==> src/ram_pkg.sv <==
// Package for the range alarm monitor: widths, field codes, reset values.
// Assumes conversion results arrive as one-cycle strobes with a channel tag.
package ram_pkg;
	localparam int RAM_NUM_IN    = 4;
	localparam int RAM_NUM_TEMP  = 3;
	localparam int RAM_NUM_CH    = RAM_NUM_IN + RAM_NUM_TEMP;
	localparam int RAM_NUM_FLAG  = RAM_NUM_IN + 2 * RAM_NUM_TEMP + 1;
	localparam int RAM_NUM_DAC   = 12;
	localparam int RAM_RES_W     = 12;
	localparam int RAM_CNT_W     = 9;
	localparam int RAM_LOCAL_IDX = 6;
	// Register indices on the plain register port
	localparam logic [3:0] RAM_REG_STATUS = 4'h0;
	localparam logic [3:0] RAM_REG_CTRL   = 4'h1;
	localparam logic [3:0] RAM_REG_MASK   = 4'h2;
	localparam logic [3:0] RAM_REG_CLRSRC = 4'h3;
	localparam logic [3:0] RAM_REG_CLREN  = 4'h4;
	localparam logic [3:0] RAM_REG_UPPER  = 4'h5;
	localparam logic [3:0] RAM_REG_LOWER  = 4'h6;
	localparam logic [3:0] RAM_REG_HYST   = 4'h7;
	localparam logic [3:0] RAM_REG_CHSEL  = 4'h8;
	// Control, clear source and clear enable register fields
	localparam int RAM_CTRL_LATCH_DIS = 0;
	localparam int RAM_CTRL_INCNT_LSB = 1;
	localparam int RAM_CTRL_TMCNT_LSB = 4;
	localparam int RAM_CTRL_LT_PD     = 6;
	localparam int RAM_CLRSRC_OVH_BIT = 2;
	localparam int RAM_CLREN_LSB      = 3;
	// Reset values: count codes give N = 16 and N = 4
	localparam logic [2:0] RAM_INCNT_RST = 3'h3;
	localparam logic [1:0] RAM_TMCNT_RST = 2'h2;
	localparam logic [RAM_RES_W-1:0] RAM_UPPER_RST = 12'hfff;
	localparam logic [RAM_RES_W-1:0] RAM_LOWER_RST = 12'h000;
	// Die protection: temperature in whole degrees on the local result; then per-channel hysteresis maxima
	localparam logic [RAM_RES_W-1:0] RAM_OVH_LIMIT = 12'h096;
	localparam logic [RAM_RES_W-1:0] RAM_OVH_HYST  = 12'h008;
	localparam logic [6:0] RAM_HYST_IN_MAX = 7'h7f;
	localparam logic [6:0] RAM_HYST_TM_MAX = 7'h1f;

	typedef struct packed {
		logic                 valid;
		logic [2:0]           chan;
		logic [RAM_RES_W-1:0] value;
	} ram_sample_t;

	typedef struct packed {
		logic            wr;
		logic            rd;
		logic [3:0]      addr;
		logic [15:0]     wdata;
	} ram_bus_t;
endpackage

==> src/ram_monitor.sv <==
// Range alarm monitor: limit compare, hysteresis, consecutive-sample
// filter, latched status, global alarm and open-drain alarm pin.
// Assumes samples come from logic on clk_i; the over-temperature flag
// steers DAC clear requests that a separate DAC block acts on.
`timescale 1ns/1ps
`default_nettype none

// Overview of operation
// RULE_01 - Set overheat flag above 150 degrees
// RULE_02 - Overheat with enables forces DAC clear
// RULE_03 - Overheat protection off when local sensor down
// RULE_04 - Global alarm is OR of status
// RULE_05 - Latched bits stay until resolved and read
// RULE_06 - Status read clears; active conditions reassert
// RULE_07 - Latch disabled: bits follow condition
// RULE_08 - Alarm pin low while global flag set
// RULE_09 - Mask gates pin, not status
// RULE_10 - Reset clears all status bits
// RULE_11 - Input outside window flags range alarm
// RULE_12 - Temperatures keep separate upper, lower flags
// RULE_13 - Inverted thresholds keep alarm asserted
// RULE_14 - Clear only hysteresis inside limit
// RULE_15 - Programmable hysteresis per channel
// RULE_16 - Overheat hysteresis fixed at eight degrees
// RULE_17 - Set only after N consecutive faults
// RULE_18 - Input count code selects 1 to 256
// RULE_19 - Temperature count code selects 1 to 8
// RULE_20 - In-range sample zeroes fault counter
module ram_monitor
	import ram_pkg::*;
#(
	parameter int NUM_IN   = RAM_NUM_IN,
	parameter int NUM_TEMP = RAM_NUM_TEMP
) (
	input  wire logic                   clk_i,
	input  wire logic                   rst_i,
	input  wire ram_sample_t            sample_i,
	input  wire ram_bus_t               bus_i,
	output logic [15:0]                 rdata_o,
	output logic                        global_alarm_flag_o,
	output logic                        alarm_pin_oe_o,
	output logic                        alarm_pin_o,
	output logic [RAM_NUM_DAC-1:0]      dac_clear_req_o
);
	localparam int NCH = NUM_IN + NUM_TEMP;

	// Flag layout: inputs, then upper/lower per temperature, then overheat
	logic [RAM_NUM_FLAG-1:0]  status_r;
	logic [RAM_NUM_FLAG-1:0]  status_nxt;
	logic [RAM_NUM_FLAG-1:0]  mask_r;
	logic [6:0]               ctrl_r;
	logic [15:0]              clrsrc_r;
	logic [15:0]              clren_r;
	logic [2:0]               chsel_r;
	logic [RAM_RES_W-1:0]     upper_r [NCH];
	logic [RAM_RES_W-1:0]     lower_r [NCH];
	logic [6:0]               hyst_r  [NCH];
	logic                     ovh_act_r;
	logic                     ovh_act_nxt;
	logic [15:0]              rdata_r;
	logic                     galarm_r;
	logic                     pin_oe_r;
	logic [RAM_NUM_DAC-1:0]   dac_clr_r;

	logic [RAM_NUM_FLAG-1:0]  cond;
	logic [RAM_CNT_W-1:0]     n_in;
	logic [RAM_CNT_W-1:0]     n_tm;
	logic                     st_rd;
	logic                     lt_down;
	logic                     latch_dis;
	logic                     ovh_en;
	logic [15:0]              rdata_nxt;
	logic                     galarm_nxt;
	logic                     pin_oe_nxt;
	logic [RAM_NUM_DAC-1:0]   dac_clr_nxt;
	logic                     wr_ctrl;
	logic                     wr_mask;
	logic                     wr_clrsrc;
	logic                     wr_clren;
	logic                     wr_chsel;
	logic                     wr_upper;
	logic                     wr_lower;
	logic                     wr_hyst;

	// Count code to number of consecutive samples
	function automatic logic [RAM_CNT_W-1:0] cnt_decode(
		input logic [2:0] code,
		input logic       temp
	);
		logic [RAM_CNT_W-1:0] n;
		n = '0;
		if (temp)
			n[code[1:0]] = 1'b1; // RULE_19
		else if (code == 3'h0)
			n = 9'h001; // RULE_18
		else
			n[4'(code) + 4'h1] = 1'b1; // RULE_18
		return n;
	endfunction

	// Fault counter: an in-range sample zeroes it, it saturates at N
	function automatic logic [RAM_CNT_W-1:0] cnt_step(
		input logic [RAM_CNT_W-1:0] cnt,
		input logic                 hit,
		input logic                 out,
		input logic [RAM_CNT_W-1:0] n
	);
		logic [RAM_CNT_W-1:0] r;
		r = cnt;
		if (hit && !out)
			r = '0; // RULE_20
		else if (hit && (cnt < n))
			r = cnt + RAM_CNT_W'(1);
		return r;
	endfunction

	// Alarm state: the N-th fault in a row sets, a margin inside clears
	function automatic logic act_step(
		input logic                 act,
		input logic                 hit,
		input logic                 out,
		input logic                 back_in,
		input logic [RAM_CNT_W-1:0] cnt,
		input logic [RAM_CNT_W-1:0] n
	);
		logic r;
		r = act;
		if (hit && out && (cnt + RAM_CNT_W'(1) >= n))
			r = 1'b1; // RULE_17
		else if (hit && back_in)
			r = 1'b0; // RULE_14
		return r;
	endfunction

	// Write strobe for one register index
	function automatic logic wr_hit(
		input ram_bus_t   b,
		input logic [3:0] idx
	);
		return b.wr && (b.addr == idx);
	endfunction

	assign n_in      = cnt_decode(ctrl_r[RAM_CTRL_INCNT_LSB +: 3], 1'b0);
	assign n_tm      = cnt_decode({1'b0, ctrl_r[RAM_CTRL_TMCNT_LSB +: 2]},
		1'b1);
	assign latch_dis = ctrl_r[RAM_CTRL_LATCH_DIS];
	assign lt_down   = ctrl_r[RAM_CTRL_LT_PD];
	assign ovh_en    = !lt_down; // RULE_03
	assign st_rd     = bus_i.rd && (bus_i.addr == RAM_REG_STATUS);
	assign wr_ctrl   = wr_hit(bus_i, RAM_REG_CTRL);
	assign wr_mask   = wr_hit(bus_i, RAM_REG_MASK);
	assign wr_clrsrc = wr_hit(bus_i, RAM_REG_CLRSRC);
	assign wr_clren  = wr_hit(bus_i, RAM_REG_CLREN);
	assign wr_chsel  = wr_hit(bus_i, RAM_REG_CHSEL);
	assign wr_upper  = wr_hit(bus_i, RAM_REG_UPPER);
	assign wr_lower  = wr_hit(bus_i, RAM_REG_LOWER);
	assign wr_hyst   = wr_hit(bus_i, RAM_REG_HYST);

	// Per-channel window compare with hysteresis and fault counters
	for (genvar c = 0; c < NCH; c++) begin : g_ch
		localparam bit IS_T = (c >= NUM_IN);
		logic                 hit;
		logic [RAM_RES_W:0]   v;
		logic [RAM_RES_W:0]   up;
		logic [RAM_RES_W:0]   lo;
		logic [RAM_RES_W:0]   h;
		logic                 hi_out;
		logic                 lo_out;
		logic                 hi_in;
		logic                 lo_in;
		logic [RAM_CNT_W-1:0] n_sel;
		logic                 hi_act_r;
		logic                 lo_act_r;
		logic                 hi_act_nxt;
		logic                 lo_act_nxt;
		logic [RAM_CNT_W-1:0] hi_cnt_r;
		logic [RAM_CNT_W-1:0] lo_cnt_r;
		logic [RAM_CNT_W-1:0] hi_cnt_nxt;
		logic [RAM_CNT_W-1:0] lo_cnt_nxt;
		assign hit    = sample_i.valid && (sample_i.chan == 3'(c));
		assign v      = {1'b0, sample_i.value};
		assign up     = {1'b0, upper_r[c]};
		assign lo     = {1'b0, lower_r[c]};
		assign h      = {6'h00, hyst_r[c]};
		assign hi_out = v > up; // RULE_11
		assign lo_out = v < lo; // RULE_11
		// Leaving the alarm needs a margin; inverted limits never leave
		assign hi_in  = (v + h <= up) && (up >= lo); // RULE_14 RULE_13
		assign lo_in  = (v >= lo + h) && (up >= lo); // RULE_14 RULE_13
		assign n_sel  = IS_T ? n_tm : n_in;
		assign hi_cnt_nxt = cnt_step(hi_cnt_r, hit, hi_out, n_sel);
		assign lo_cnt_nxt = cnt_step(lo_cnt_r, hit, lo_out, n_sel);
		assign hi_act_nxt = act_step(hi_act_r, hit, hi_out, hi_in,
			hi_cnt_r, n_sel); // RULE_17
		assign lo_act_nxt = act_step(lo_act_r, hit, lo_out, lo_in,
			lo_cnt_r, n_sel); // RULE_17

		always_ff @(posedge clk_i) begin
			if (rst_i) begin
				hi_act_r <= 1'b0;
				lo_act_r <= 1'b0;
				hi_cnt_r <= '0;
				lo_cnt_r <= '0;
			end else begin
				hi_act_r <= hi_act_nxt;
				lo_act_r <= lo_act_nxt;
				hi_cnt_r <= hi_cnt_nxt;
				lo_cnt_r <= lo_cnt_nxt;
			end
		end

		if (IS_T) begin : g_t
			assign cond[NUM_IN + 2*(c-NUM_IN)]     = hi_act_r; // RULE_12
			assign cond[NUM_IN + 2*(c-NUM_IN) + 1] = lo_act_r; // RULE_12
		end else begin : g_i
			assign cond[c] = hi_act_r || lo_act_r; // RULE_11
		end
	end

	// Die overheat from local sensor result, fixed hysteresis
	logic ovh_hit;
	assign ovh_hit = sample_i.valid && (sample_i.chan == 3'(RAM_LOCAL_IDX));
	// Clear test is only reached at or below the limit, so no wrap
	assign ovh_act_nxt = !ovh_en ? 1'b0 // RULE_03
		: (ovh_hit && (sample_i.value > RAM_OVH_LIMIT)) ? 1'b1 // RULE_01
		: (ovh_hit && (sample_i.value + RAM_OVH_HYST <= RAM_OVH_LIMIT))
			? 1'b0 // RULE_16
		: ovh_act_r;
	always_ff @(posedge clk_i) begin
		if (rst_i)
			ovh_act_r <= 1'b0;
		else
			ovh_act_r <= ovh_act_nxt;
	end
	assign cond[RAM_NUM_FLAG-1] = ovh_act_r; // RULE_01

	// Latched: hold until read, a live condition sets again (set wins).
	// Live: follow the condition directly.
	assign status_nxt = latch_dis ? cond // RULE_07
		: (st_rd ? cond : (status_r | cond)); // RULE_05 RULE_06

	always_ff @(posedge clk_i) begin
		if (rst_i)
			status_r <= '0; // RULE_10
		else
			status_r <= status_nxt;
	end

	// Register writes: mask, control, clear source, clear enable and select each in a short block, strobes decoded above
	always_ff @(posedge clk_i) begin
		if (rst_i)
			mask_r <= '1;
		else if (wr_mask)
			mask_r <= bus_i.wdata[RAM_NUM_FLAG-1:0];
	end

	always_ff @(posedge clk_i) begin
		if (rst_i)
			ctrl_r <= {1'b0, RAM_TMCNT_RST, RAM_INCNT_RST, 1'b0};
		else if (wr_ctrl)
			ctrl_r <= bus_i.wdata[6:0];
	end

	always_ff @(posedge clk_i) begin
		if (rst_i)
			clrsrc_r <= '0;
		else if (wr_clrsrc)
			clrsrc_r <= bus_i.wdata;
	end

	always_ff @(posedge clk_i) begin
		if (rst_i)
			clren_r <= '0;
		else if (wr_clren)
			clren_r <= bus_i.wdata;
	end

	always_ff @(posedge clk_i) begin
		if (rst_i)
			chsel_r <= '0;
		else if (wr_chsel)
			chsel_r <= bus_i.wdata[2:0];
	end

	// Limits and hysteresis sit behind the channel select
	always_ff @(posedge clk_i) begin
		if (rst_i) begin
			for (int i = 0; i < NCH; i++) begin
				upper_r[i] <= RAM_UPPER_RST;
				lower_r[i] <= RAM_LOWER_RST;
				hyst_r[i]  <= '0;
			end
		end else if (wr_upper)
			upper_r[chsel_r] <= bus_i.wdata[RAM_RES_W-1:0];
		else if (wr_lower)
			lower_r[chsel_r] <= bus_i.wdata[RAM_RES_W-1:0];
		else if (wr_hyst)
			hyst_r[chsel_r] <= (chsel_r >= 3'(NUM_IN))
				? (bus_i.wdata[6:0] & RAM_HYST_TM_MAX)
				: (bus_i.wdata[6:0] & RAM_HYST_IN_MAX); // RULE_15
	end

	// Read data; unmapped indices read zero
	logic [15:0] rd_mux;
	assign rd_mux =
		(bus_i.addr == RAM_REG_STATUS) ? 16'(status_r) :
		(bus_i.addr == RAM_REG_CTRL)   ? 16'(ctrl_r) :
		(bus_i.addr == RAM_REG_MASK)   ? 16'(mask_r) :
		(bus_i.addr == RAM_REG_CLRSRC) ? clrsrc_r :
		(bus_i.addr == RAM_REG_CLREN)  ? clren_r :
		(bus_i.addr == RAM_REG_CHSEL)  ? 16'(chsel_r) :
		(bus_i.addr == RAM_REG_UPPER)  ? 16'(upper_r[chsel_r]) :
		(bus_i.addr == RAM_REG_LOWER)  ? 16'(lower_r[chsel_r]) :
		(bus_i.addr == RAM_REG_HYST)   ? 16'(hyst_r[chsel_r]) : 16'h0000;

	// Outputs; pin and flag follow the status register by one cycle
	logic ovh_clr;
	assign ovh_clr     = status_r[RAM_NUM_FLAG-1]
		&& clrsrc_r[RAM_CLRSRC_OVH_BIT];
	assign rdata_nxt   = bus_i.rd ? rd_mux : 16'h0000;
	assign galarm_nxt  = |status_r; // RULE_04
	assign pin_oe_nxt  = |(status_r & mask_r); // RULE_08 RULE_09
	assign dac_clr_nxt = ovh_clr
		? clren_r[RAM_CLREN_LSB +: RAM_NUM_DAC] : '0; // RULE_02

	always_ff @(posedge clk_i) begin
		if (rst_i) begin
			rdata_r   <= '0;
			galarm_r  <= 1'b0;
			pin_oe_r  <= 1'b0;
			dac_clr_r <= '0;
		end else begin
			rdata_r   <= rdata_nxt;
			galarm_r  <= galarm_nxt;
			pin_oe_r  <= pin_oe_nxt;
			dac_clr_r <= dac_clr_nxt;
		end
	end

	assign rdata_o             = rdata_r;
	assign global_alarm_flag_o = galarm_r;
	assign alarm_pin_oe_o      = pin_oe_r;
	assign alarm_pin_o         = 1'b0;
	assign dac_clear_req_o     = dac_clr_r;
endmodule

`default_nettype wire

==> config.mk <==
export PLATFORM = sky130hd
export DESIGN_NAME = ram_monitor
export DESIGN_NICKNAME = d
export VERILOG_FILES = /design/src/ram_pkg.sv /design/src/ram_monitor.sv
export SDC_FILE = /design/constraint.sdc
export NUM_CORES = 2
export LEC_CHECK = 0
export BUFFER_PORTS_ARGS = -buffer_cell sky130_fd_sc_hd__buf_2
export CORE_UTILIZATION = 30
export CTS_BUF_LIST = sky130_fd_sc_hd__clkbuf_8
export DETAILED_ROUTE_END_ITERATION = 6
export PLACE_DENSITY_LB_ADDON = 0.25
export SETUP_SLACK_MARGIN = 0.15
export SLEW_MARGIN = 15
export SYNTH_ARGS = -nofsm -noshare
export SYNTH_HDL_FRONTEND = slang
export SYNTH_SLANG_ARGS = --single-unit
==> constraint.sdc <==
create_clock -name clk_i -period 3.4 [get_ports clk_i]
set_clock_uncertainty 0.2 [all_clocks]
set_input_delay 0.34 -clock clk_i [delete_from_list [all_inputs] [get_ports clk_i]]
set_output_delay 0.34 -clock clk_i [all_outputs]
set_load 0.005 [all_outputs]
Word level (Yosys, flattened, before mapping)
Memory sizes are Yosys's and may differ from the RTL's. A register that Yosys moved wholly into a read port is not among the register bits.
Index checks and enable logic that the tools add are counted.
Widths: inputs -> output; s select.
{"block": "classes", "n_addsub": 30, "n_mul": 0, "n_div": 0, "order_cmp": 70, "n_eq_ne": 14, "shifts": 0, "muxes": 76, "bitwise_logic": 4, "reduce_logical": 164}
{"operator": "$add 12x7->13", "count": 14}
{"operator": "$add 9x1->9 const B", "count": 14}
{"operator": "$logic_and 1x1->1", "count": 105}
{"operator": "$ge 12x13->1", "count": 7}
{"operator": "$le 13x12->1", "count": 7}
{"operator": "$ge 12x12->1", "count": 7}
{"operator": "$gt 12x12->1", "count": 7}
{"operator": "$lt 12x12->1", "count": 7}
{"operator": "$ge 9x9->1", "count": 8}
{"operator": "$lt 9x9->1", "count": 8}
{"operator": "$mux 12", "count": 5}
{"operator": "$mux 11", "count": 5}
{"operator": "$ge 9x4->1", "count": 6}
{"operator": "$lt 9x4->1", "count": 6}
{"operator": "$mux 1", "count": 49}
{"operator": "$reduce_or 2->1", "count": 17}
{"operator": "$mux 16", "count": 2}
{"operator": "$reduce_bool 2->1", "count": 15}
{"operator": "$mux 3", "count": 9}
{"operator": "$reduce_or 12->1", "count": 2}
{"operator": "$reduce_or 11->1", "count": 2}
{"operator": "$mux 7", "count": 3}
{"operator": "$eq 4x3->1 const B", "count": 4}
{"operator": "$logic_not 1->1", "count": 14}
{"operator": "26 further kinds", "count": 35}
{"block": "totals", "reg_bits": 235, "latch_bits": 0, "ram_bits": 217, "mem_bits_ro": 0, "inputBits": 40, "output_inout_bits": 31, "elab_cells": 401, "mem_count": 3}
{"name": "lower_r", "words": 7, "width": 12, "rd": 8, "rd_ports_with_merged_regs": 1, "wr": 7, "line": "ram_monitor.sv:56", "rtl": "logic [RAM_RES_W-1:0] lower_r [NCH];"}
{"name": "upper_r", "words": 7, "width": 12, "rd": 8, "rd_ports_with_merged_regs": 1, "wr": 7, "line": "ram_monitor.sv:55", "rtl": "logic [RAM_RES_W-1:0] upper_r [NCH];"}
{"name": "hyst_r", "words": 7, "width": 7, "rd": 8, "rd_ports_with_merged_regs": 1, "wr": 7, "line": "ram_monitor.sv:57", "rtl": "logic [6:0] hyst_r [NCH];"}

Longest topological paths before layout
{"block": "depth", "depth_word": 10, "depth_mapped": 18, "depth_no_buf": 18}

Worst setup path before layout
Ideal clock, no wire load.
{"block": "synth_path", "path_kind": "reg-to-reg", "from": "memory hyst_r[0][1]", "to": "register g_ch[0].hi_act_r", "setup_time_ps": 132, "arrival_time_ps": 3188, "required_ps": 3068, "slack_ps": -120, "path_stages_with_launch": 16, "n_path_buf": 0, "period_less_slack_ps": 3520, "cell_sequence": "edfxtp_1 ha_1 a21o_1 a21oi_1 nor2b_1 o31a_1 or3_1 nand2_1 xnor2_1 ha_1 and4_1 a2111oi_0 a31oi_1 o32ai_1 a311o_1 o21ai_0"}
{"item": "from (decl)", "line": "ram_monitor.sv:57"}
{"item": "to (signal assigned)", "line": "ram_monitor.sv:205", "rtl": "hi_act_r <= hi_act_nxt;"}
{"item": "to (decl)", "line": "ram_monitor.sv:172", "rtl": "logic hi_act_r;"}

==> impl_metrics.env <==
export IMPL_outcome="finished, violations left"
export IMPL_violations="setup timing"
export IMPL_cts_buffers=89
export IMPL_grt_pass1_wl_um=221000
export IMPL_initial_core_util_pct=30.4
export IMPL_area_growth_pct=23.1
export IMPL_rsz0062_at_grt="yes"
export IMPL_cts_sinks=486
export IMPL_cp_cell_sequence="buf_6 -> ha_4 -> a21o_1 -> a21oi_2 -> nor2b_1 -> o31ai_2 -> a21o_1 -> buf_6 -> nor2_2 -> xnor2_1 -> ha_2 -> or4_4 -> a21oi_2 -> o21ai_1 -> o22a_1 -> a311oi_2 -> a31o_2"
export IMPL_start_kind="flip-flop"
export IMPL_root_buffer="clkbuf_8"
export IMPL_ys_types=87
export IMPL_worstSetupPathType="flip-flop to flip-flop"
export IMPL_insertion_delay_ps=800
export IMPL_route_vias_total=35900
export IMPL_min_from="sample_i[15]"
export IMPL_max_freq_ghz=0.271
export IMPL_worstHoldPathCells=5
export IMPL_dp_cells=6438
export IMPL_num_io_pins=71
export IMPL_multi_input_area_um2=26900
export IMPL_yosys_warnings=0
export IMPL_ant_nets=0
export IMPL_critPathRequiredTime_ps=3890
export IMPL_fp_dieH_um=365
export IMPL_die_w_um=365
export IMPL_wl_per_cell_um=22.7
export IMPL_clk_pin_slew_ps=70
export IMPL_antenna_found_initial=4
export IMPL_synth_edff_count=217
export IMPL_drt_wl_total_um=152000
export IMPL_layout_cells_non_filler=6707
export IMPL_power_density_nw_per_um2=310
export IMPL_p_leak_nw=20.9
export IMPL_syn_inst=4301
export IMPL_hpwl_um=119000
export IMPL_r2r_cells=17
export IMPL_power_mw=15.1
export IMPL_worst_setup_path_end_kind="flip-flop"
export IMPL_grt_pass1_vias=34300
export IMPL_grt_max_degree=89
export IMPL_gp_congestion=0.961
export IMPL_route_detailed_drc=0
export IMPL_die_area_um2=133000
export IMPL_relSlewSlack_pct=39.6
export IMPL_min_to="g_ch[5].hi_act_r"
export IMPL_synth_async_sr_flop_share_pct=0
export IMPL_rows=132
export IMPL_cts_tree="yes"
export IMPL_cp_max_fo=3
export IMPL_dr_pass1_iters=5
export IMPL_synth_seq_cells=486
export IMPL_finalCritPeriodShare_pct=108
export IMPL_cts_max_path_buffers=3
export IMPL_crit_family="compound AO/OA/AOI/OAI gates"
export IMPL_finalSetupViolations=10
export IMPL_syn_cell_area_um2=39500
export IMPL_finalMaxSlewViolations=0
export IMPL_drt_initial_drc_count=2956
export IMPL_avgViaCountPerCell=5.35
export IMPL_core_um2=130000
export IMPL_setup_ws_ps=-287
export IMPL_synthFlopType="dfxtp_1"
export IMPL_finalHoldViolCount=0
export IMPL_syn_area_per_cell_um2=9.19
export IMPL_maxCapViolCount=0
export IMPL_reg2reg_from="hyst_r[0][1]"
export IMPL_fill_cells=13400
export IMPL_port_buffers=69
export IMPL_nets=5659
export IMPL_peakVddDrop_v=0.000353
export IMPL_h_tree_depth=3
export IMPL_yosysSeqAreaShare_pct=30.1
export IMPL_cpPeakStageDelay_ps=490
export IMPL_regArea_um2=11900
export IMPL_cp_num_buf_inv=2
export IMPL_grt_use_total_pct=22.4
export IMPL_rrSetupSlack_ps=-290
export IMPL_tightest_slew_ps=906
export IMPL_critPathArrivalTime_ps=4180
export IMPL_overflow=0
export IMPL_layout_drive_gt1_share_pct=19.8
export IMPL_reg2reg_to="g_ch[0].lo_act_r"
export IMPL_period_needed_ps=3690
export IMPL_cp_slowest_cell="edfxtp_1"
export IMPL_hp_class="input port to flip-flop"
==> worst max path at each step <==
stage	depth (start not counted)	from	end	slack, ps
global placement	19	sample_i[0]	g_ch[2].hi_act_r	-570
global route	18	hyst_r[2][0]	g_ch[2].hi_act_r	-460
CTS	17	hyst_r[0][1]	g_ch[0].lo_act_r	-240
finish	17	hyst_r[0][1]	g_ch[0].lo_act_r	-290
floorplan	15	hyst_r[0][1]	g_ch[0].hi_act_r	-80
detailed placement	18	sample_i[0]	g_ch[5].hi_act_r	-570
==> flip-flops by register name, summed over array words and instances, names as in the netlist, 12 cells and up, named ones only <==
name             count
clrsrc_r            16
rdata_o             16
g_ch.lo_cnt_r       63
lower_r             96
clren_r             16
dac_clear_req_o     12
g_ch.hi_cnt_r       63
upper_r             96
hyst_r              56
==> through the flow <==
step | TNS (ps) | instance area (µm²) | worst slack, ps | hold WS (ps) | util, %
after global placement | -4770 | 45200 | -573 | 233 | 34.7
after global routing | -3640 | 48700 | -459 | 80.8 | 37.4
after floorplan | -77.3 | 39700 | -77.3 | 222 | -
final | -1630 | 48700 | -287 | 105 | 37.4
after CTS | -1190 | 48200 | -244 | 16.2 | 37.1
after detailed placement | -5310 | 45200 | -572 | 236 | 34.7
==> repair_timing <==
item | 4_1_cts | 5_1_grt
hold buffers | 31 | 0
setup buffers | 48 | 20
resized for setup | 144 | 67
endpoints found under the hold margin | 201 | 0
endpoints found under the setup margin | 14 | 24
pin swaps | 110 | 93
==> cell usage after synthesis (all sizes together) (76+ instances only) <==
cell type | number | share of area (%)
o21a | 80 | 1.5
edfxtp | 217 | 16
xnor2 | 132 | 2.9
nor2b | 88 | 1.4
nor2 | 381 | 3.6
a21oi | 314 | 4.0
xor2 | 85 | 1.9
a21o | 76 | 1.4
inv | 299 | 2.8
nand2 | 375 | 3.6
ha | 719 | 23
nand3 | 102 | 1.3
dfxtp | 269 | 14
clkbuf | 88 | 0.84
o21ai | 216 | 2.7
==> power breakdown <==
| group | switching, mW | internal [mW] | total [mW] |
|---|---|---|---|
| clock network | 2.92 | 3.17 | 6.09 |
| registers | 0.131 | 6.17 | 6.30 |
| logic | 1.52 | 1.15 | 2.68 |
| total | 4.58 | 10.5 | 15.1 |
==> worst min-delay path, cell delays in order <==
cell     delay [ps]
buf_2           120
nand2_1         210
nor4_1           90
nand3_1         160
nand4_1         110
==> cell type report <==
class	instances	share of cell area (%)
clock inverter	60	0.849
tap	1742	4.48
antenna	4	0.0206
inverter	300	2.34
sequential	486	24.5
multi-input combinational	3413	55.3
clock buffer	106	3.00
timing repair buffer	596	9.54
==> routing by layer <==
metal	part of all wire [%]	routed length, µm	global-route usage (%)	vias to the layer above
li1	-	-	-	17000
met1	42	64700	28.8	17300
met2	46	70000	36.8	1227
met3	6.9	10500	3.74	292
met4	4.6	7070	9.42	0
met5	0	0	0	-
==> cell families after synthesis <==
family                   count (synthesis)  share of synthesized area, %
flip-flops                             486                          30.1
XOR/XNOR                               217                          4.81
multiplexers                           116                          4.93
adder cells (fa/ha/maj)                733                          23.5
AND/OR/NAND/NOR                       1286                          15.6
other                                    2                        0.0190
AO/OA/AOI/OAI                         1042                          17.1
buffers and inverters                  419                          4.06
==> layout by cell type (no fill, tap or decap), types with 85 or more instances in the layout <==
cell      instances
nand2_1         371
edfxtp_1        217
xor2_1           85
buf_4           469
nor2_1          375
clkbuf_8        106
o21ai_0         169
inv_1           320
nand3_1         100
dfxtp_1         262
ha_1            688
a21oi_1         293
xnor2_1         130
(Power assumes the default switching activity.)
